[config.mk]
export PLATFORM = sky130hd
export DESIGN_NAME = spi_card_engine
export DESIGN_NICKNAME = d
export VERILOG_FILES = /design/src/spi_card_pkg.sv /design/src/crc16_unit.sv /design/src/card_reg_rom.sv /design/src/spi_card_engine.sv
export SDC_FILE = /design/constraint.sdc
export NUM_CORES = 1
export LEC_CHECK = 0
export ABC_AREA = 0
export BUFFER_PORTS_ARGS = -buffer_cell sky130_fd_sc_hd__buf_2
export CAP_MARGIN = 20
export CORE_ASPECT_RATIO = 2
export CORE_MARGIN = 2
export CORE_UTILIZATION = 30
export CTS_CLUSTER_SIZE = 12
export DETAILED_ROUTE_END_ITERATION = 8
export PLACE_DENSITY = 0.51
export SYNTH_ARGS = -nofsm -noshare
export SYNTH_HDL_FRONTEND = slang
export SYNTH_SLANG_ARGS = --single-unit
[constraint.sdc]
create_clock -name clk -period 4.85 [get_ports clk]
set_input_delay 0.7275 -clock clk [delete_from_list [all_inputs] [get_ports clk]]
set_output_delay 0.7275 -clock clk [all_outputs]
set_load 0.05 [all_outputs]
[src/spi_card_pkg.sv]
// Constants and types shared by the SPI-mode card protocol engine.
package spi_card_pkg;
    // Command indices supported in SPI mode.
    localparam logic [5:0] CMD_RESET      = 6'h00;
    localparam logic [5:0] CMD_INIT       = 6'h01;
    localparam logic [5:0] CMD_READ_CSD   = 6'h09;
    localparam logic [5:0] CMD_READ_ID    = 6'h0A;
    localparam logic [5:0] CMD_STATUS     = 6'h0D;
    localparam logic [5:0] CMD_SET_LEN    = 6'h10;
    localparam logic [5:0] CMD_READ_BLOCK = 6'h11;
    localparam logic [5:0] CMD_READ_OCR   = 6'h3A;
    localparam logic [5:0] CMD_CRC_OPTION = 6'h3B;

    // Basic response bit positions.
    localparam int R1_IDLE    = 0;
    localparam int R1_ILLEGAL = 2;
    localparam int R1_CRC     = 3;
    localparam int R1_PARAM   = 6;

    // Token bytes.
    localparam logic [7:0] FILL_BYTE   = 8'hFF;
    localparam logic [7:0] START_TOKEN = 8'hFE;
    localparam logic [7:0] ERROR_TOKEN = 8'h01;
    localparam logic [7:0] STATUS_BYTE = 8'h00;
    localparam logic [1:0] START_BITS  = 2'b01;

    // Card geometry and option values.
    localparam logic [9:0]  MAX_READ_BLOCK_LENGTH = 10'h200;
    localparam logic [32:0] CARD_CAPACITY  = 33'h001000000;
    localparam logic [9:0]  REG_BLOCK_BYTES = 10'h010;
    localparam logic [31:0] OCR_VALUE      = 32'h00FF8000;
    localparam logic [1:0]  INIT_POLLS     = 2'h2;
    localparam logic [2:0]  CMD_BYTES      = 3'h6;

    // Polynomials of the command and data checksums.
    localparam logic [6:0]  CRC7_POLY  = 7'h09;
    localparam logic [15:0] CRC16_POLY = 16'h1021;

    // Reply kinds that follow the basic response byte.
    typedef enum logic [1:0] {
        KIND_NONE   = 2'h0,
        KIND_STATUS = 2'h1,
        KIND_OCR    = 2'h2,
        KIND_READ   = 2'h3
    } kind_type;

    // Data sources of a block read.
    typedef enum logic [1:0] {
        SRC_MEM = 2'h0,
        SRC_CSD = 2'h1,
        SRC_ID  = 2'h2
    } source_type;

    // What the transmitter loads at the next byte boundary.
    typedef enum logic [3:0] {
        ST_IDLE   = 4'h0,
        ST_GAP    = 4'h1,
        ST_R1     = 4'h3,
        ST_EXTRA  = 4'h2,
        ST_WAIT   = 4'h6,
        ST_DATA   = 4'h7,
        ST_CRC_HI = 4'h5,
        ST_CRC_LO = 4'h4
    } state_type;
endpackage

[src/crc16_unit.sv]
// Byte-wise CCITT checksum accumulator for outgoing data blocks.
`timescale 1ns/1ns
module crc16_unit (
    input  wire logic        clk,
    input  wire logic        resetn,
    input  wire logic        clear,
    input  wire logic        load,
    input  wire logic [7:0]  data,
    output logic      [15:0] crc
);
    import spi_card_pkg::*;

    typedef struct packed {
        logic [15:0] crc;
    } crc_state_type;

    crc_state_type r;
    crc_state_type next_r;

    always_comb begin
        next_r = r;
        if (clear) begin
            next_r.crc = '0;
        end else if (load) begin
            for (int i = 7; i >= 0; i--) begin
                if (next_r.crc[15] ^ data[i]) begin
                    next_r.crc = {next_r.crc[14:0], 1'b0} ^ CRC16_POLY;
                end else begin
                    next_r.crc = {next_r.crc[14:0], 1'b0};
                end
            end
        end
    end

    always_ff @(posedge clk) begin
        if (!resetn) begin
            r <= '0;
        end else begin
            r <= next_r;
        end
    end

    assign crc = r.crc;
endmodule

[src/card_reg_rom.sv]
// Card-specific data and identity bytes with a registered read port.
`timescale 1ns/1ns
module card_reg_rom (
    input  wire logic       clk,
    input  wire logic       resetn,
    input  wire logic [4:0] addr,
    output logic      [7:0] data
);
    import spi_card_pkg::*;

    // Bytes 0-15 hold card-specific data, 16-31 the card identity.
    // The identity bytes are arbitrary neutral values.
    localparam logic [255:0] CONTENTS = {
        128'h00_26_00_32_1F_59_81_C8_BE_FB_CF_FF_92_40_40_01,
        128'h11_22_33_44_55_66_77_88_99_AA_BB_CC_DD_EE_FF_01};

    typedef struct packed {
        logic [7:0] data;
    } rom_state_type;

    rom_state_type r;
    rom_state_type next_r;

    always_comb begin
        next_r      = r;
        next_r.data = CONTENTS[255 - 8 * addr -: 8];
    end

    always_ff @(posedge clk) begin
        if (!resetn) begin
            r <= '0;
        end else begin
            r <= next_r;
        end
    end

    assign data = r.data;
endmodule

[src/spi_card_engine.sv]
// SPI-mode protocol engine of a read-only memory card.
// Behaviour
// RULE1 - Tokens are whole bytes, counted from chip select assertion.
// RULE2 - Host is sole master and lowers chip select before each command.
// RULE3 - In SPI mode every command gets a response, accept or reject.
// RULE4 - Failed data retrieval sends a one-byte error token, no data; the code sends it only if the first byte of the block fails.
// RULE5 - Only single-block reads, one byte up to one sector.
// RULE6 - Reset command with chip select low enters SPI mode and responds.
// RULE7 - Reset command with chip select high gives no response.
// RULE8 - SPI mode is left only by power cycle.
// RULE9 - No native state machine; supported commands accepted anytime.
// RULE10 - With protection off, checksum fields are carried but ignored.
// RULE11 - Checking starts off; entry reset needs a valid checksum.
// RULE12 - The checksum option command turns checking on or off.
// RULE13 - Block read returns response then one token of set length.
// RULE14 - Each valid data block carries a 16-bit CCITT checksum.
// RULE15 - Length limited by maximum; partial flag allows 1 to maximum.
// RULE16 - Any byte address in range may start a block read.
// RULE17 - Identity and card data reads are 16-byte block reads.
// RULE18 - Register read latency follows command-response count.
// RULE19 - After reset, idle state allows only init and OPERATING_CONDITIONS_REGISTER read; the code also accepts reset.
// RULE20 - Host repeats init until the idle bit reads zero.
// RULE21 - Init takes no operand; OPERATING_CONDITIONS_REGISTER read returns register any time.
// RULE22 - Reject unsupported opcode, bad checksum or illegal operand.
// RULE23 - Commands are six bytes: 0,1, index, argument, checksum, 1.
// RULE24 - Basic response is one byte with a zero top bit.
// RULE25 - Host keeps chip select low for the whole transaction.
`timescale 1ns/1ns
module spi_card_engine (
    input  wire logic        clk,
    input  wire logic        resetn,
    input  wire logic        spi_cs_n,
    input  wire logic        spi_sclk,
    input  wire logic        spi_mosi,
    output logic             spi_miso,
    input  wire logic        partial_read_allowed,
    output logic             mem_req,
    output logic      [23:0] mem_addr,
    input  wire logic        mem_ack,
    input  wire logic [7:0]  mem_data,
    input  wire logic        mem_error,
    output logic             spi_mode,
    output logic             crc_enabled,
    output logic             in_idle
);
    import spi_card_pkg::*;

    typedef struct packed {
        logic        sclk_s1;
        logic        sclk_s2;
        logic        sclk_s3;
        logic        cs_s1;
        logic        cs_s2;
        logic        mosi_s1;
        logic        mosi_s2;
        logic [2:0]  bit_cnt;
        logic [7:0]  rx_byte;
        logic [39:0] cmd_buf;
        logic [2:0]  cmd_cnt;
        logic [7:0]  tx_shift;
        state_type   state;
        logic        spi_mode;
        logic        crc_on;
        logic        idle;
        logic [1:0]  polls;
        logic [9:0]  block_len;
        logic [7:0]  resp;
        kind_type    kind;
        logic [1:0]  extra_cnt;
        source_type  src;
        logic [9:0]  remain;
        logic [23:0] addr;
        logic        req;
        logic        rom_ack;
        logic [7:0]  prefetch;
        logic        pf_valid;
        logic        pf_error;
    } engine_state_type;

    engine_state_type r;
    engine_state_type next_r;

    logic        crc_clear;
    logic        crc_load;
    logic [15:0] crc16;
    logic [7:0]  rom_data;
    logic [7:0]  full;
    logic [47:0] cmd;
    logic [5:0]  idx;
    logic [31:0] arg;
    logic        crc_ok;
    logic        sclk_rise;
    logic        sclk_fall;

    function automatic logic [6:0] crc7_of(input logic [39:0] d);
        logic [6:0] c;
        c = '0;
        for (int i = 39; i >= 0; i--) begin
            c = {c[5:0], 1'b0} ^ ((c[6] ^ d[i]) ? CRC7_POLY : 7'h00);
        end
        return c;
    endfunction

    crc16_unit data_crc (
        .clk    (clk),
        .resetn (resetn),
        .clear  (crc_clear),
        .load   (crc_load),
        .data   (r.prefetch),
        .crc    (crc16)
    );

    card_reg_rom reg_rom (
        .clk    (clk),
        .resetn (resetn),
        .addr   ({r.src == SRC_ID, r.addr[3:0]}),
        .data   (rom_data)
    );

    assign sclk_rise = r.sclk_s2 & ~r.sclk_s3;
    assign sclk_fall = ~r.sclk_s2 & r.sclk_s3;
    assign full      = {r.rx_byte[6:0], r.mosi_s2};
    assign cmd       = {r.cmd_buf, full};
    assign idx       = cmd[45:40];
    assign arg       = cmd[39:8];
    assign crc_ok    = (crc7_of(cmd[47:8]) == cmd[7:1]) && cmd[0];

    always_comb begin
        next_r         = r;
        crc_clear      = 1'b0;
        crc_load       = 1'b0;
        next_r.sclk_s1 = spi_sclk;
        next_r.sclk_s2 = r.sclk_s1;
        next_r.sclk_s3 = r.sclk_s2;
        next_r.cs_s1   = spi_cs_n;
        next_r.cs_s2   = r.cs_s1;
        next_r.mosi_s1 = spi_mosi;
        next_r.mosi_s2 = r.mosi_s1;
        next_r.req     = 1'b0;
        next_r.rom_ack = r.req && (r.src != SRC_MEM);

        // Fetched byte lands in the prefetch register.
        if ((r.src == SRC_MEM && mem_ack && !r.req) || r.rom_ack) begin
            next_r.prefetch = (r.src == SRC_MEM) ? mem_data : rom_data;
            next_r.pf_error = (r.src == SRC_MEM) && mem_error;
            next_r.pf_valid = 1'b1;
        end

        if (r.cs_s2) begin // RULE7
            // Deselect realigns bytes and abandons any reply.
            next_r.bit_cnt  = '0;
            next_r.cmd_cnt  = '0;
            next_r.tx_shift = FILL_BYTE;
            next_r.state    = ST_IDLE; // RULE25
        end else if (sclk_rise) begin
            next_r.rx_byte = full;
            next_r.bit_cnt = r.bit_cnt + 3'h1; // RULE1
            if (r.bit_cnt == 3'h7 && r.state == ST_IDLE) begin
                if (r.cmd_cnt == '0 && full[7:6] != START_BITS) begin
                    next_r.cmd_cnt = '0; // RULE23
                end else if (r.cmd_cnt != CMD_BYTES - 3'h1) begin
                    next_r.cmd_buf = {r.cmd_buf[31:0], full};
                    next_r.cmd_cnt = r.cmd_cnt + 3'h1;
                end else begin
                    next_r.cmd_cnt = '0;
                    next_r.kind    = KIND_NONE;
                    if (!r.spi_mode) begin
                        // The entry reset must carry a valid checksum.
                        if (idx == CMD_RESET && crc_ok) begin // RULE11
                            next_r.spi_mode = 1'b1; // RULE6 RULE8
                            next_r.crc_on   = 1'b0;
                            next_r.idle     = 1'b1;
                            next_r.polls    = '0;
                            next_r.resp     = 8'h01;
                            next_r.state    = ST_GAP;
                        end
                    end else begin
                        next_r.resp  = '0; // RULE24
                        next_r.state = ST_GAP; // RULE3
                        if (r.crc_on && !crc_ok) begin // RULE10
                            next_r.resp[R1_CRC] = 1'b1; // RULE22
                        end else if (r.idle && idx != CMD_RESET &&
                                     idx != CMD_INIT &&
                                     idx != CMD_READ_OCR) begin
                            next_r.resp[R1_ILLEGAL] = 1'b1; // RULE19
                        end else begin
                            case (idx) // RULE9
                                CMD_RESET: begin
                                    next_r.idle  = 1'b1; // RULE19
                                    next_r.polls = '0;
                                end
                                CMD_INIT: begin
                                    // Operand is ignored.
                                    if (r.polls == INIT_POLLS - 2'h1) begin
                                        next_r.idle = 1'b0; // RULE21
                                    end else begin
                                        next_r.polls = r.polls + 2'h1;
                                    end
                                end
                                CMD_READ_OCR: next_r.kind = KIND_OCR; // RULE21
                                CMD_STATUS: next_r.kind = KIND_STATUS;
                                CMD_CRC_OPTION: begin
                                    next_r.crc_on = arg[0]; // RULE12
                                end
                                CMD_SET_LEN: begin
                                    if (arg == '0 ||
                                        arg > 32'(MAX_READ_BLOCK_LENGTH) ||
                                        (!partial_read_allowed &&
                                         arg != 32'(MAX_READ_BLOCK_LENGTH)))
                                    begin
                                        next_r.resp[R1_PARAM] = 1'b1; // RULE15
                                    end else begin
                                        next_r.block_len = arg[9:0];
                                    end
                                end
                                CMD_READ_BLOCK: begin
                                    if ({1'b0, arg} + 33'(r.block_len) >
                                        CARD_CAPACITY) begin
                                        next_r.resp[R1_PARAM] = 1'b1; // RULE16
                                    end else begin
                                        next_r.kind   = KIND_READ; // RULE5
                                        next_r.src    = SRC_MEM;
                                        next_r.addr   = arg[23:0];
                                        next_r.remain = r.block_len; // RULE13
                                    end
                                end
                                CMD_READ_CSD, CMD_READ_ID: begin
                                    next_r.kind   = KIND_READ; // RULE17
                                    next_r.src    = (idx == CMD_READ_ID) ?
                                                    SRC_ID : SRC_CSD;
                                    next_r.addr   = '0;
                                    next_r.remain = REG_BLOCK_BYTES;
                                end
                                default: begin
                                    next_r.resp[R1_ILLEGAL] = 1'b1; // RULE22
                                end
                            endcase
                        end
                        next_r.resp[R1_IDLE] = next_r.idle;
                    end
                end
            end
        end else if (sclk_fall) begin
            if (r.bit_cnt != '0) begin
                next_r.tx_shift = {r.tx_shift[6:0], 1'b1};
            end else begin
                // Byte boundary: choose the next byte to send.
                next_r.tx_shift = FILL_BYTE;
                case (r.state)
                    ST_GAP: begin
                        next_r.state = ST_R1;
                    end
                    ST_R1: begin
                        next_r.tx_shift  = r.resp; // RULE24
                        next_r.extra_cnt = '0;
                        next_r.pf_valid  = 1'b0;
                        case (r.kind)
                            KIND_STATUS, KIND_OCR: next_r.state = ST_EXTRA;
                            KIND_READ: begin
                                // Register reads answer within a byte.
                                next_r.req   = 1'b1; // RULE18
                                next_r.state = ST_WAIT;
                            end
                            default: next_r.state = ST_IDLE;
                        endcase
                    end
                    ST_EXTRA: begin
                        next_r.extra_cnt = r.extra_cnt + 2'h1;
                        if (r.kind == KIND_STATUS) begin
                            next_r.tx_shift = STATUS_BYTE;
                            next_r.state    = ST_IDLE;
                        end else begin
                            next_r.tx_shift =
                                OCR_VALUE[31 - 8 * r.extra_cnt -: 8];
                            if (r.extra_cnt == 2'h3) begin
                                next_r.state = ST_IDLE;
                            end
                        end
                    end
                    ST_WAIT: begin
                        if (r.pf_valid && r.pf_error) begin
                            next_r.tx_shift = ERROR_TOKEN; // RULE4
                            next_r.state    = ST_IDLE;
                        end else if (r.pf_valid) begin
                            next_r.tx_shift = START_TOKEN;
                            crc_clear       = 1'b1;
                            next_r.state    = ST_DATA;
                        end
                    end
                    ST_DATA: begin
                        // Memory must refill the prefetch within a byte.
                        next_r.tx_shift = r.prefetch;
                        crc_load        = 1'b1; // RULE14
                        next_r.pf_valid = 1'b0;
                        next_r.addr     = r.addr + 24'h1;
                        next_r.remain   = r.remain - 10'h1;
                        if (r.remain == 10'h1) begin
                            next_r.state = ST_CRC_HI;
                        end else begin
                            next_r.req = 1'b1;
                        end
                    end
                    ST_CRC_HI: begin
                        next_r.tx_shift = crc16[15:8]; // RULE14
                        next_r.state    = ST_CRC_LO;
                    end
                    ST_CRC_LO: begin
                        next_r.tx_shift = crc16[7:0];
                        next_r.state    = ST_IDLE;
                    end
                    default: begin
                        next_r.state = ST_IDLE;
                    end
                endcase
            end
        end
    end

    always_ff @(posedge clk) begin
        if (!resetn) begin
            r           <= '0;
            r.cs_s1     <= 1'b1;
            r.cs_s2     <= 1'b1;
            r.tx_shift  <= FILL_BYTE;
            r.idle      <= 1'b1;
            r.block_len <= MAX_READ_BLOCK_LENGTH;
        end else begin
            r <= next_r;
        end
    end

    assign spi_miso    = r.tx_shift[7];
    assign mem_req     = r.req && (r.src == SRC_MEM);
    assign mem_addr    = r.addr;
    assign spi_mode    = r.spi_mode;
    assign crc_enabled = r.crc_on;
    assign in_idle     = r.idle;
endmodule

# --- After elaboration in Yosys (flattened, before gate mapping) ---
# Index checks and enable logic that the tools add are counted.
word_totals:
  output_inout_bits: 29
  reg_bits: 171
  wordCells: 398
  input_bits: 16
op_classes:
  bitwise_logic: 108
  n_lt_le_gt_ge: 2
  add_sub_neg: 9
  reduce_logical: 54
  muxes: 144
  n_shift: 2
  eq_ne: 48
op_table:
  columns: ["op", "count"]
  rows:
  - ["2-to-1 mux 34 bit", 8]
  - ["indexed part select 263 x 33 -> 8 bit (first input constant)", 1]
  - ["bitwise XOR 7 x 4 -> 7 bit", 37]
  - ["2-to-1 mux 16 bit", 14]
  - ["2-to-1 mux 4 bit", 47]
  - ["2-to-1 mux 13 bit", 8]
  - ["2-to-1 mux 29 bit", 3]
  - ["case mux 36 bit (2 select lines)", 1]
  - ["2-to-1 mux 35 bit", 2]
  - ["case mux 8 bit (6 select lines)", 1]
  - ["bitwise XOR 1 bit", 44]
  - ["indexed part select 39 x 33 -> 8 bit (first input constant)", 1]
  - ["2-to-1 mux 36 bit", 1]
  - ["adder 32 x 10 -> 33 bit", 1]
  - ["> comparator 33 x 25 -> 1 bit (second input constant)", 1]
  - ["> comparator 32 x 10 -> 1 bit (second input constant)", 1]
  - ["zero test 32 bit", 1]
  - ["2-to-1 mux 8 bit", 4]
  - ["!= test 32 x 10 -> 1 bit (second input constant)", 1]
  - ["2-to-1 mux 1 bit", 30]
  - ["2-to-1 mux 10 bit", 3]
  - ["AND reduction 10 bit", 3]
  - ["2-to-1 mux 14 bit", 2]
  - ["adder 24 x 1 -> 24 bit (second input constant)", 1]
  - ["59 further kinds", 151]

# --- Longest topological paths before layout ---
# Gate-level depths: netlist of run 1.
depth:
  ltp_word: 123
  depth_mapped: 16
  depth_no_buf: 15

# --- By module ---
# Synthesis of run 1 repeated with hierarchy kept, for this count alone.
unflattened:
  cells_unflattened: 1349
  area_unflattened_um2: 10986.8
modules_own_cells:
  columns: ["module", "cells_per_inst", "area_per_inst_um2", "instances"]
  rows:
  - ["spi_card_engine", 1199, 9447.8, 1]
  - ["crc16_unit", 79, 962.2, 1]
  - ["card_reg_rom", 71, 576.8, 1]

# --- Least setup slack after synthesis of run 1 ---
# Ideal clock, no wire load.
synth_path:
  path_kind: "register to register"
  from: "reg r (netlist bit arg[31])"
  to: "reg r (netlist bit mem_addr[22])"
  slack_ps: 795
  path_stages_with_launch: 13
  setup_ps: 130
  path_buffers: 1
  t_arrival_ps: 3925
  period_less_slack_ps: 4055
  path_cell_list: "dfxtp_1 xnor3_2 xnor3_2 xnor3_2 xor3_1 nor3_1 o21ai_0 mux4_2 o21ai_4 a31oi_4 buf_6 o311ai_1 o31ai_1"
synth_between:
  elab_chain_len: 54
  word_cells_on_any_way: 87
synth_lines:
  columns: ["element", "line", "text"]
  rows:
  - ["start: declaration", "spi_card_engine.sv:80", "engine_state_type r;"]
  - ["start signal: assignment", "spi_card_engine.sv:328", "r <= next_r;"]
  - ["bitwise XOR 1 bit", "spi_card_engine.sv:99", "c = {c[5:0], 1'b0} ^ ((c[6] ^ d[i]) ? CRC7_POLY : 7'h00);"]
  - ["2-to-1 mux 4 bit", "spi_card_engine.sv:99", null]
  - ["bitwise XOR 7 x 4 -> 7 bit (4 in series)", "spi_card_engine.sv:99", null]
  - ["bitwise XOR 1 bit or bitwise XOR 7 x 4 -> 7 bit (tied branches)", "spi_card_engine.sv:99", null]
  - ["2-to-1 mux 4 bit or bitwise XOR 7 x 4 -> 7 bit (tied branches)", "spi_card_engine.sv:99", null]
  - ["bitwise XOR 7 x 4 -> 7 bit", "spi_card_engine.sv:99", null]
  - ["bitwise XOR 7 x 4 -> 7 bit or bitwise XOR 1 bit (tied branches)", "spi_card_engine.sv:99", null]
  - ["bitwise XOR 7 x 4 -> 7 bit or 2-to-1 mux 4 bit (tied branches)", "spi_card_engine.sv:99", null]
  - ["(+35 left out)", null, null]
  - ["2-to-1 mux 4 bit or bitwise XOR 7 x 4 -> 7 bit (tied branches)", "spi_card_engine.sv:99", null]
  - ["bitwise XOR 7 x 4 -> 7 bit", "spi_card_engine.sv:99", null]
  - ["== test 7 bit", "spi_card_engine.sv:126", "assign crc_ok = (crc7_of(cmd[47:8]) == cmd[7:1]) && cmd[0];"]
  - ["logical AND 1 bit", "spi_card_engine.sv:126", null]
  - ["zero test 1 bit", "spi_card_engine.sv:180", "if (r.crc_on && !crc_ok) begin"]
  - ["logical AND 1 bit", "spi_card_engine.sv:180", null]
  - ["!= test 2 bit (no source line)", null, null]
  - ["AND reduction 12 bit (no source line) (*)", null, null]
# Mark *: on every way between the ends. The rest lies on a longest branch, timed or not.
# A chain may end at the register's enable or synchronous reset.

# --- Final worst setup path of run 1 ---
layout_path:
  from: "reg r (netlist bit arg[31])"
  to: "reg r[37] (netlist bit)"
# Same word-level chain as after synthesis.

==> results of run 1 <==
==> timing repair <==
item	CTS	global route
resized for setup	0	3
endpoints found under the setup margin	0	3
setup buffers	0	0
endpoints found under the hold margin	0	0
==> path summary, 6_finish.rpt <==
path,startpoint,end,slack [ps],cells past startpoint
worst max-delay path,arg[31],r[37],250,11
worst min-delay path,next_r[143],r[143],420,1
worst max register to register,arg[31],r[37],250,11
worst min register to register,next_r[143],r[143],420,1
==> worst max-delay path, delay by kind of cell, from the launching register on <==
family           cells  cell delay, ps
AO/OA/AOI/OAI        5            1310
multiplexers         1             540
flip-flops           1             450
AND/OR/NAND/NOR      1             230
XOR/XNOR             4            1910
==> layout make-up <==
| cell class | count | area (sq um) | area share, % |
|---|---|---|---|
| antenna | 1 | 2.50 | 0.0208 |
| clock buffer | 21 | 470 | 3.91 |
| clock inverter | 10 | 169 | 1.40 |
| inverter | 34 | 129 | 1.07 |
| multi-input combinational | 1024 | 6710 | 55.7 |
| sequential | 166 | 3320 | 27.6 |
| tap | 450 | 563 | 4.68 |
| timing repair buffer | 104 | 674 | 5.60 |
==> state kept, by name, indices dropped and copies added, names as in the netlist, 4 cells and up <==
signal	count
data_crc.crc	16
arg	32
r	62
next_r	4
cmd	16
mem_addr	24
reg_rom.data	8
==> per-layer routing <==
| layer | part of all wire, % | global-route usage, % |
|---|---|---|
| met1 | 34 | 18.2 |
| met2 | 57 | 38.5 |
| met3 | 2.5 | 2.46 |
| met4 | 7.1 | 13.4 |
| met5 | 0 | 0 |
==> synth_stat cells, drive strengths merged, types with 4 or more instances <==
library cell and n:
a2111oi 6, a211oi 15, a21boi 5, a21o 9
a21oi 139, a22o 11, a22oi 19, a311oi 27
a31o 5, a31oi 15, and2 7, and3 16
and4 6, buf 40, clkbuf 88, dfxtp 166
ha 28, inv 33, mux2 8, mux2i 24
nand2 191, nand2b 15, nand3 42, nand3b 4
nand4 9, nor2 107, nor2b 15, nor3 42
nor3b 4, nor4 9, o211ai 8, o21a 4
o21ai 63, o21bai 4, o311ai 8, o31ai 6
or3 8, xnor2 56, xnor3 20, xor2 31
xor3 6
==> layout by cell type, fill, tap and decap left out, types with 16 or more instances in the layout <==
master	instances
a21oi_1	139
a22oi_1	19
a311oi_1	26
and3_1	16
buf_2	44
buf_4	59
clkbuf_16	17
dfxtp_1	165
ha_1	28
inv_1	32
mux2i_1	24
nand2_1	191
nand3_1	41
nor2_1	107
nor3_1	41
o21ai_0	54
xnor2_1	56
xnor3_1	17
xor2_1	31
==> power breakdown <==
group          internal, mW  switching, mW  total, mW
sequential             1.37         0.0113       1.38
clock                 0.906          0.609       1.51
combinational        0.0350         0.0746      0.110
==> cells by family (layout without fill, tap and decap cells) <==
kind of cell    after synthesis  count (layout)
compound gates              365             365
other cells                   0               1
fa+ha+maj                    29              29
buf+inv                     162             169
mux                          34              34
simple gates                483             483
flops                       166             166
xor+xnor                    113             113
==> results by group, run 1 <==
Timing
  – Fin. max-slew vios: 0
  – Worst slew pin tran: 1050 ps
  – Fin Clk Skew: 14.6 ps
  – Sum Neg Setup Slack: 0 ps
  – Tcrit/Tclk final: 94.8%
  – Final setup margin: 254 ps
  – RSZ-0062 raised after global routing: no
  – Final setup viols: 0
  – Slew Limit Headroom: 29.8%
  – Crit path time final: 4600 ps
  – Hold slack: 422 ps
  – Fmax: 0.218 GHz
  – Final Hold Fails: 0

Logic synthesis
  – Compound-Gate Fraction of Synth Area: 22.0%
  – Cells after Synth: 1352
  – Largest cells by area after synthesis: dfxtp_1 31%, nand2_1 6.7%, a21oi_1 6.5%
  – EDFF count, synth: 0
  – Main combinational cell family by area after synthesis: compound AO/OA/AOI/OAI gates
  – Synth Area per Inst: 7.94 sq um
  – Synth Area in Simple Gates: 20.7%
  – Flops & latches, synth: 166
  – Post-synth cell types: 78
  – Top_reg_cell synth: dfxtp_1
  – Synthesized area: 10700 sq um
  – Post-Synth XOR/XNOR Area: 12.7%
  – Area share of the largest cell type after synthesis: 30.9%
  – Synth Area in Adders: 3.45%
  – Top cell type by total area after synthesis: dfxtp_1
  – Post-synthesis sequential area ratio: 30.9%
  – Yosys Warn Count: 0
  – Syn Nets: 1397
  – Mux cell area share after synthesis: 3.50%
  – Post-synth ARST share: 0%

Global routing
  – Largest net degree at the start of global routing: 61
  – Remaining Overflow, GRT: 0
  – Initial antenna violation count: 1
  – GRT Total Usage: 19.7%
  – First-pass GRT wire length: 56000 microns
  – Vias in the first global route: 9842

Worst setup path
  – CP Cell Sequence: xnor3_2 > xnor3_2 > xnor3_2 > xnor3_1 > nor3_1 > o21ai_0 > mux4_2 > o21ai_4 > a31oi_4 > a2111oi_0 > a211oi_1
  – CP Class: reg2reg
  – Crit path max-delay cell type: mux4_2
  – Worst path most repeated cell: xnor3_2
  – Crit path capture type: register
  – Max incr delay on CP: 540 ps
  – Worst Path Required: 5150 ps
  – Startpoint Class: register
  – Arr. time, crit path: 4900 ps
  – Worst-path fanout max: 18

Power and ir drop
  – Max VDD drop: 0.192 mV
  – Leakage: 4.50 nW
  – Total power: 3.01 mW
  – PD cells: 250 nW/um^2

Floorplanning
  – Core ar.: 35600 sq um
  – Die Y: 272 microns
  – Io pins: 45
  – Num rows: 98
  – Starting density of the core: 30.2%
  – Die width: 138 microns
  – Die footprint: 37400 sq um

Route
  – First-pass iteration count of the detailed router: 5
  – Vias/cell: 5.39
  – Detail Route Antenna Nets: 0
  – WL per Instance: 20.1 microns
  – Vias: 9755
  – First-iteration detailed-routing DRC count: 535
  – Drt total wl: 36300 microns
  – Residual DRC: 0

Place
  – Pre-CTS setup slack: 273 ps
  – PortBufs: 44
  – GP Congestion: 0.911
  – Half-perimeter wire length after placement: 27500 microns
  – Placed Instances: 1777
  – Placed instance area: 11400 sq um

CTS
  – # clock sinks: 166
  – CTS Buf Count: 17
  – Clock Tree Buf Depth: 2
  – Clock-pin slew of the registers on the worst-case setup and hold paths: 70 ps
  – Clk root buf: clkbuf_16
  – CTS tree: built
  – Clk_lat worst skew: 450 ps
  – CTS Hold Buffers Added: 0
  – Htree depth: 4

Layout
  – Area growth, synth to finish: 12.1%
  – Post-layout util: 33.9%
  – Ratio of cells with drive above 1 in the final layout: 12.4%
  – Fill count: 3790
  – Final Cell Area: 12000 sq um
  – Final Non-Filler Cells: 1810
  – Final #Nets: 1392

Job
  – Max_cap viols: 0

Run status
  – Status: finished, final reports clean

Hold path
  – Worst Hold Class: reg2reg
No activity file was read; power rests on OpenSTA's default activity.
==> inputs of run 2 (changes only) <==
--- a/config.mk
+++ b/config.mk
@@ -5,7 +5,7 @@
 export SDC_FILE = /design/constraint.sdc
 export NUM_CORES = 1
 export LEC_CHECK = 0
-export ABC_AREA = 0
+export ABC_AREA = 1
 export BUFFER_PORTS_ARGS = -buffer_cell sky130_fd_sc_hd__buf_2
 export CAP_MARGIN = 20
 export CORE_ASPECT_RATIO = 2
==> run 2 against run 1 <==
Against the previous run: wire length grew 9.3%; global-route usage grew 0.76 points; power shrank 4.0%; hold slack lost 4.6 ps; combinational power grew 4%; clock power shrank 8%; final cell count grew 24%; clock skew grew 1.8 ps; critical path depth grew 14; via count grew 17%; maximum frequency grew 6.0%; setup slack gained 260 ps; largest power group unchanged.
==> results by group, run 2 <==
Global routing
  – Vias in the first global route: 11.3k (was 9842)
  – Remaining Overflow, GRT: 0 (unchanged)
  – First-pass GRT wire length: 62000 microns (was 56000 microns)
  – GRT Total Usage: 20.5% (was 19.7%)
  – Initial antenna violation count: 0 (was 1)
  – Largest net degree at the start of global routing: 82 (was 61)

Logic synthesis
  – Synthesized area: 11300 sq um (was 10700 sq um)
  – EDFF count, synth: 0 (unchanged)
  – Leading post-synthesis cells by instance count: 407 x nand2_1, 213 x inv_1, 182 x nor2_1 (was 191 x nand2_1, 166 x dfxtp_1, 139 x a21oi_1)
  – Largest cells by area after synthesis: dfxtp_1 30%, nand2_1 14%, inv_1 7.1% (was dfxtp_1 31%, nand2_1 6.7%, a21oi_1 6.5%)
  – Post-synthesis sequential area ratio: 29.5% (was 30.9%)
  – Cells after Synth: 1777 (was 1352)
  – Mux cell area share after synthesis: 0% (was 3.50%)
  – Synth Area per Inst: 6.34 sq um (was 7.94 sq um)
  – Top_reg_cell synth: dfxtp_1 (unchanged)
  – Yosys Warn Count: 0 (unchanged)
  – Most common cell in the netlist: nand2_1 (unchanged)
  – Main combinational cell family by area after synthesis: simple AND/OR/NAND/NOR gates (was compound AO/OA/AOI/OAI gates)
  – Flops & latches, synth: 166 (unchanged)
  – Synth Area in Adders: 3.29% (was 3.45%)
  – Top cell type by total area after synthesis: dfxtp_1 (unchanged)
  – Synth Area in Simple Gates: 33.9% (was 20.7%)
  – Compound-Gate Fraction of Synth Area: 17.2% (was 22.0%)
  – Post-synth ARST share: 0% (unchanged)
  – Post-synth cell types: 52 (was 78)
  – Syn Nets: 1822 (was 1397)
  – Area share of the largest cell type after synthesis: 29.5% (was 30.9%)
  – Post-Synth XOR/XNOR Area: 4.17% (was 12.7%)

Route
  – Residual DRC: 0 (unchanged)
  – Vias: 11.4k (was 9755)
  – First-pass iteration count of the detailed router: 6 (was 5)
  – First-iteration detailed-routing DRC count: 643 (was 535)
  – Detail Route Antenna Nets: 0 (unchanged)
  – Vias/cell: 5.08 (was 5.39)
  – Drt total wl: 39700 microns (was 36300 microns)
  – WL per Instance: 17.7 microns (was 20.1 microns)

Floorplanning
  – Starting density of the core: 30.3% (was 30.2%)
  – Die Y: 278 microns (was 272 microns)
  – Die width: 141 microns (was 138 microns)
  – Die footprint: 39200 sq um (was 37400 sq um)
  – Core ar.: 37200 sq um (was 35600 sq um)
  – Num rows: 100 (was 98)
  – Io pins: 45 (unchanged)

Worst setup path
  – Largest delay share family, worst path: simple AND/OR/NAND/NOR gates (was XOR/XNOR gates)
  – Worst R2R Path Depth: 25 (was 11)
  – CP Class: reg2reg (unchanged)
  – End of the worst register-to-register path: mem_addr[5] (was r[37])
  – Startpoint Class: register (unchanged)
  – Worst-path fanout max: 36 (was 18)
  – Crit path max-delay cell type: fa_1 (was mux4_2)
  – Arr. time, crit path: 4720 ps (was 4900 ps)
  – Crit path capture type: register (unchanged)
  – Worst path most repeated cell: nand2_1 (was xnor3_2)
  – Worst Path Required: 5240 ps (was 5150 ps)
  – Cell count along the critical path: 25 (was 11)
  – Reg-to-reg startpoint: arg[1] (was arg[31])
  – R2R setup slack: 510 ps (was 250 ps)
  – Critical Path Start: arg[1] (was arg[31])
  – Buf/Inv on CP: 3 (was 0)
  – Max incr delay on CP: 450 ps (was 540 ps)

Job
  – Max_cap viols: 0 (unchanged)

Layout
  – Most common cell after layout, fill and taps aside: nand2_1 (unchanged)
  – Area growth, synth to finish: 9.56% (was 12.1%)
  – Number of flip-flops in the largest register: 62 (unchanged)
  – Ratio of cells with drive above 1 in the final layout: 10.3% (was 12.4%)
  – Diode count: 0 (was 1)
  – Final Non-Filler Cells: 2247 (was 1810)
  – Reg with most FFs: r (unchanged)
  – Final #Nets: 1820 (was 1392)
  – Fill count: 4067 (was 3790)
  – Commonest non-fill, non-tap cells in the layout: 406 x nand2_1, 213 x inv_1, 182 x nor2_1, 166 x dfxtp_1, 139 x a21oi_1 (was 191 x nand2_1, 165 x dfxtp_1, 139 x a21oi_1, 107 x nor2_1, 59 x buf_4)

Hold path
  – Hold Path Cell Cnt: 1 (unchanged)
  – Worst Hold Class: reg2reg (unchanged)
  – Hold endpoint: r[143] (unchanged)
  – Hold Crit Start: next_r[143] (unchanged)

Timing
  – RSZ-0062 raised after global routing: no (unchanged)
  – Fin Clk Skew: 16.4 ps (was 14.6 ps)
  – Fin. max-slew vios: 0 (unchanged)
  – Worst slew pin tran: 1100 ps (was 1050 ps)
  – Final Hold Fails: 0 (unchanged)
  – Final setup viols: 0 (unchanged)
  – Slew Limit Headroom: 25.0% (was 29.8%)
  – Crit path time final: 4340 ps (was 4600 ps)
  – Fmax: 0.231 GHz (was 0.218 GHz)
  – Tcrit/Tclk final: 89.4% (was 94.8%)
  – Sum Neg Setup Slack: 0 ps (unchanged)

Place
  – Placed Instances: 2215 (was 1777)
  – PortBufs: 44 (unchanged)
  – GP Congestion: 0.922 (was 0.911)
  – Half-perimeter wire length after placement: 30900 microns (was 27500 microns)

CTS
  – Htree depth: 4 (unchanged)
  – CTS Buf Count: 17 (unchanged)
  – Post-CTS Setup Repair Bufs: 0 (unchanged)
  – # clock sinks: 166 (unchanged)
  – Clk root buf: clkbuf_16 (unchanged)
  – CTS Hold Buffers Added: 0 (unchanged)
  – Resized Gates After CTS: 0 (unchanged)
  – CTS tree: built (unchanged)
  – Clk_lat worst skew: 460 ps (was 450 ps)
  – Clock-pin slew of the registers on the worst-case setup and hold paths: 70 ps (about the same)
  – Clock Tree Buf Depth: 2 (unchanged)

Power and ir drop
  – Leakage: 5.47 nW (was 4.50 nW)
  – Max VDD drop: 0.189 mV (was 0.192 mV)
  – PD cells: 234 nW/um^2 (was 250 nW/um^2)

Run status
  – Status: finished, final reports clean (unchanged)
run 2: changes by cell type in the layout (fill, tap and decap cells not counted), sizes merged, moves of 19 or more:
| cell | change |
|---|---|
| buf | -41 |
| nand2 | +262 |
| a311oi | -27 |
| o22ai | +22 |
| inv | +205 |
| nand3 | +89 |
| o21ai | +78 |
| xnor3 | -19 |
| mux2i | -24 |
| xnor2 | -35 |
| nor2 | +78 |
| a22oi | -19 |
run 2: metrics by stage:
step	hold WS, ps	util, %	area, sq um	worst slack, ps	power, mW
2_1_floorplan	390	-	11300	1270	1.49
3_3_place_gp	397	31.6	11700	674	1.53
3_5_place_dp	408	31.6	11700	604	1.53
5_1_grt	436	33.2	12300	26.9	2.99
4_1_cts	421	33.2	12300	570	2.92
6_report	418	33.2	12300	514	2.89
run 2: worst reg2reg max path: stages (launching register included):
cell,delay (ps)
dfxtp_1,430
inv_1,150
fa_1,450
nand3b_1,180
nand2_1,110
a21oi_1,100
o21bai_1,150
a21oi_1,120
o21ai_2,240
nand2_1,110
nor2_1,180
nand2_1,130
nor2_1,280
nand3_1,130
nand2_1,100
inv_1,50
nor3b_1,240
nand3_1,150
nand3_1,90
nand2_1,70
nand2_1,140
nand4_4,80
buf_4,270
nand2_1,150
nand2_1,50
nor2_1,120
run 2: area by class of cell:
class	instances	area, sq um	share of cell area, %
multi-input combinational	1292	6600	53.5
timing repair buffer	63	365	2.96
clock buffer	17	425	3.45
inverter	235	885	7.17
sequential	166	3320	26.9
clock inverter	15	161	1.31
tap	459	574	4.66
run 2: power breakdown:
part	switching, mW	total, mW	internal, mW
clock	0.701	1.39	0.688
sequential	0.0124	1.38	1.37
combinational	0.0770	0.114	0.0372
run 2: logic make-up after synthesis:
| group | after synthesis |
|---|---|
| compound gates | 354 |
| fa+ha+maj | 29 |
| flops | 166 |
| xor+xnor | 52 |
| simple gates | 857 |
| buf+inv | 319 |
run 2: how the worst max path moves through the flow:
| stage | to | slack, ps |
|---|---|---|
| floorplan | mem_addr[22] | 1270 |
| global route | mem_addr[6] | 30 |
| CTS | mem_addr[5] | 570 |
| finish | mem_addr[5] | 510 |
| global placement | mem_addr[7] | 670 |
| detailed placement | mem_addr[5] | 600 |
run 2: per-layer routing:
| layer | vias up | global-route usage (%) | part of all wire, % |
|---|---|---|---|
| met1 | 5253 | 18.4 | 34 |
| met3 | 125 | 2.63 | 2.4 |
| li1 | 5780 | - | - |
| met2 | 265 | 40.4 | 56 |
| met4 | 0 | 15.3 | 7.8 |
| met5 | - | 0 | 0 |
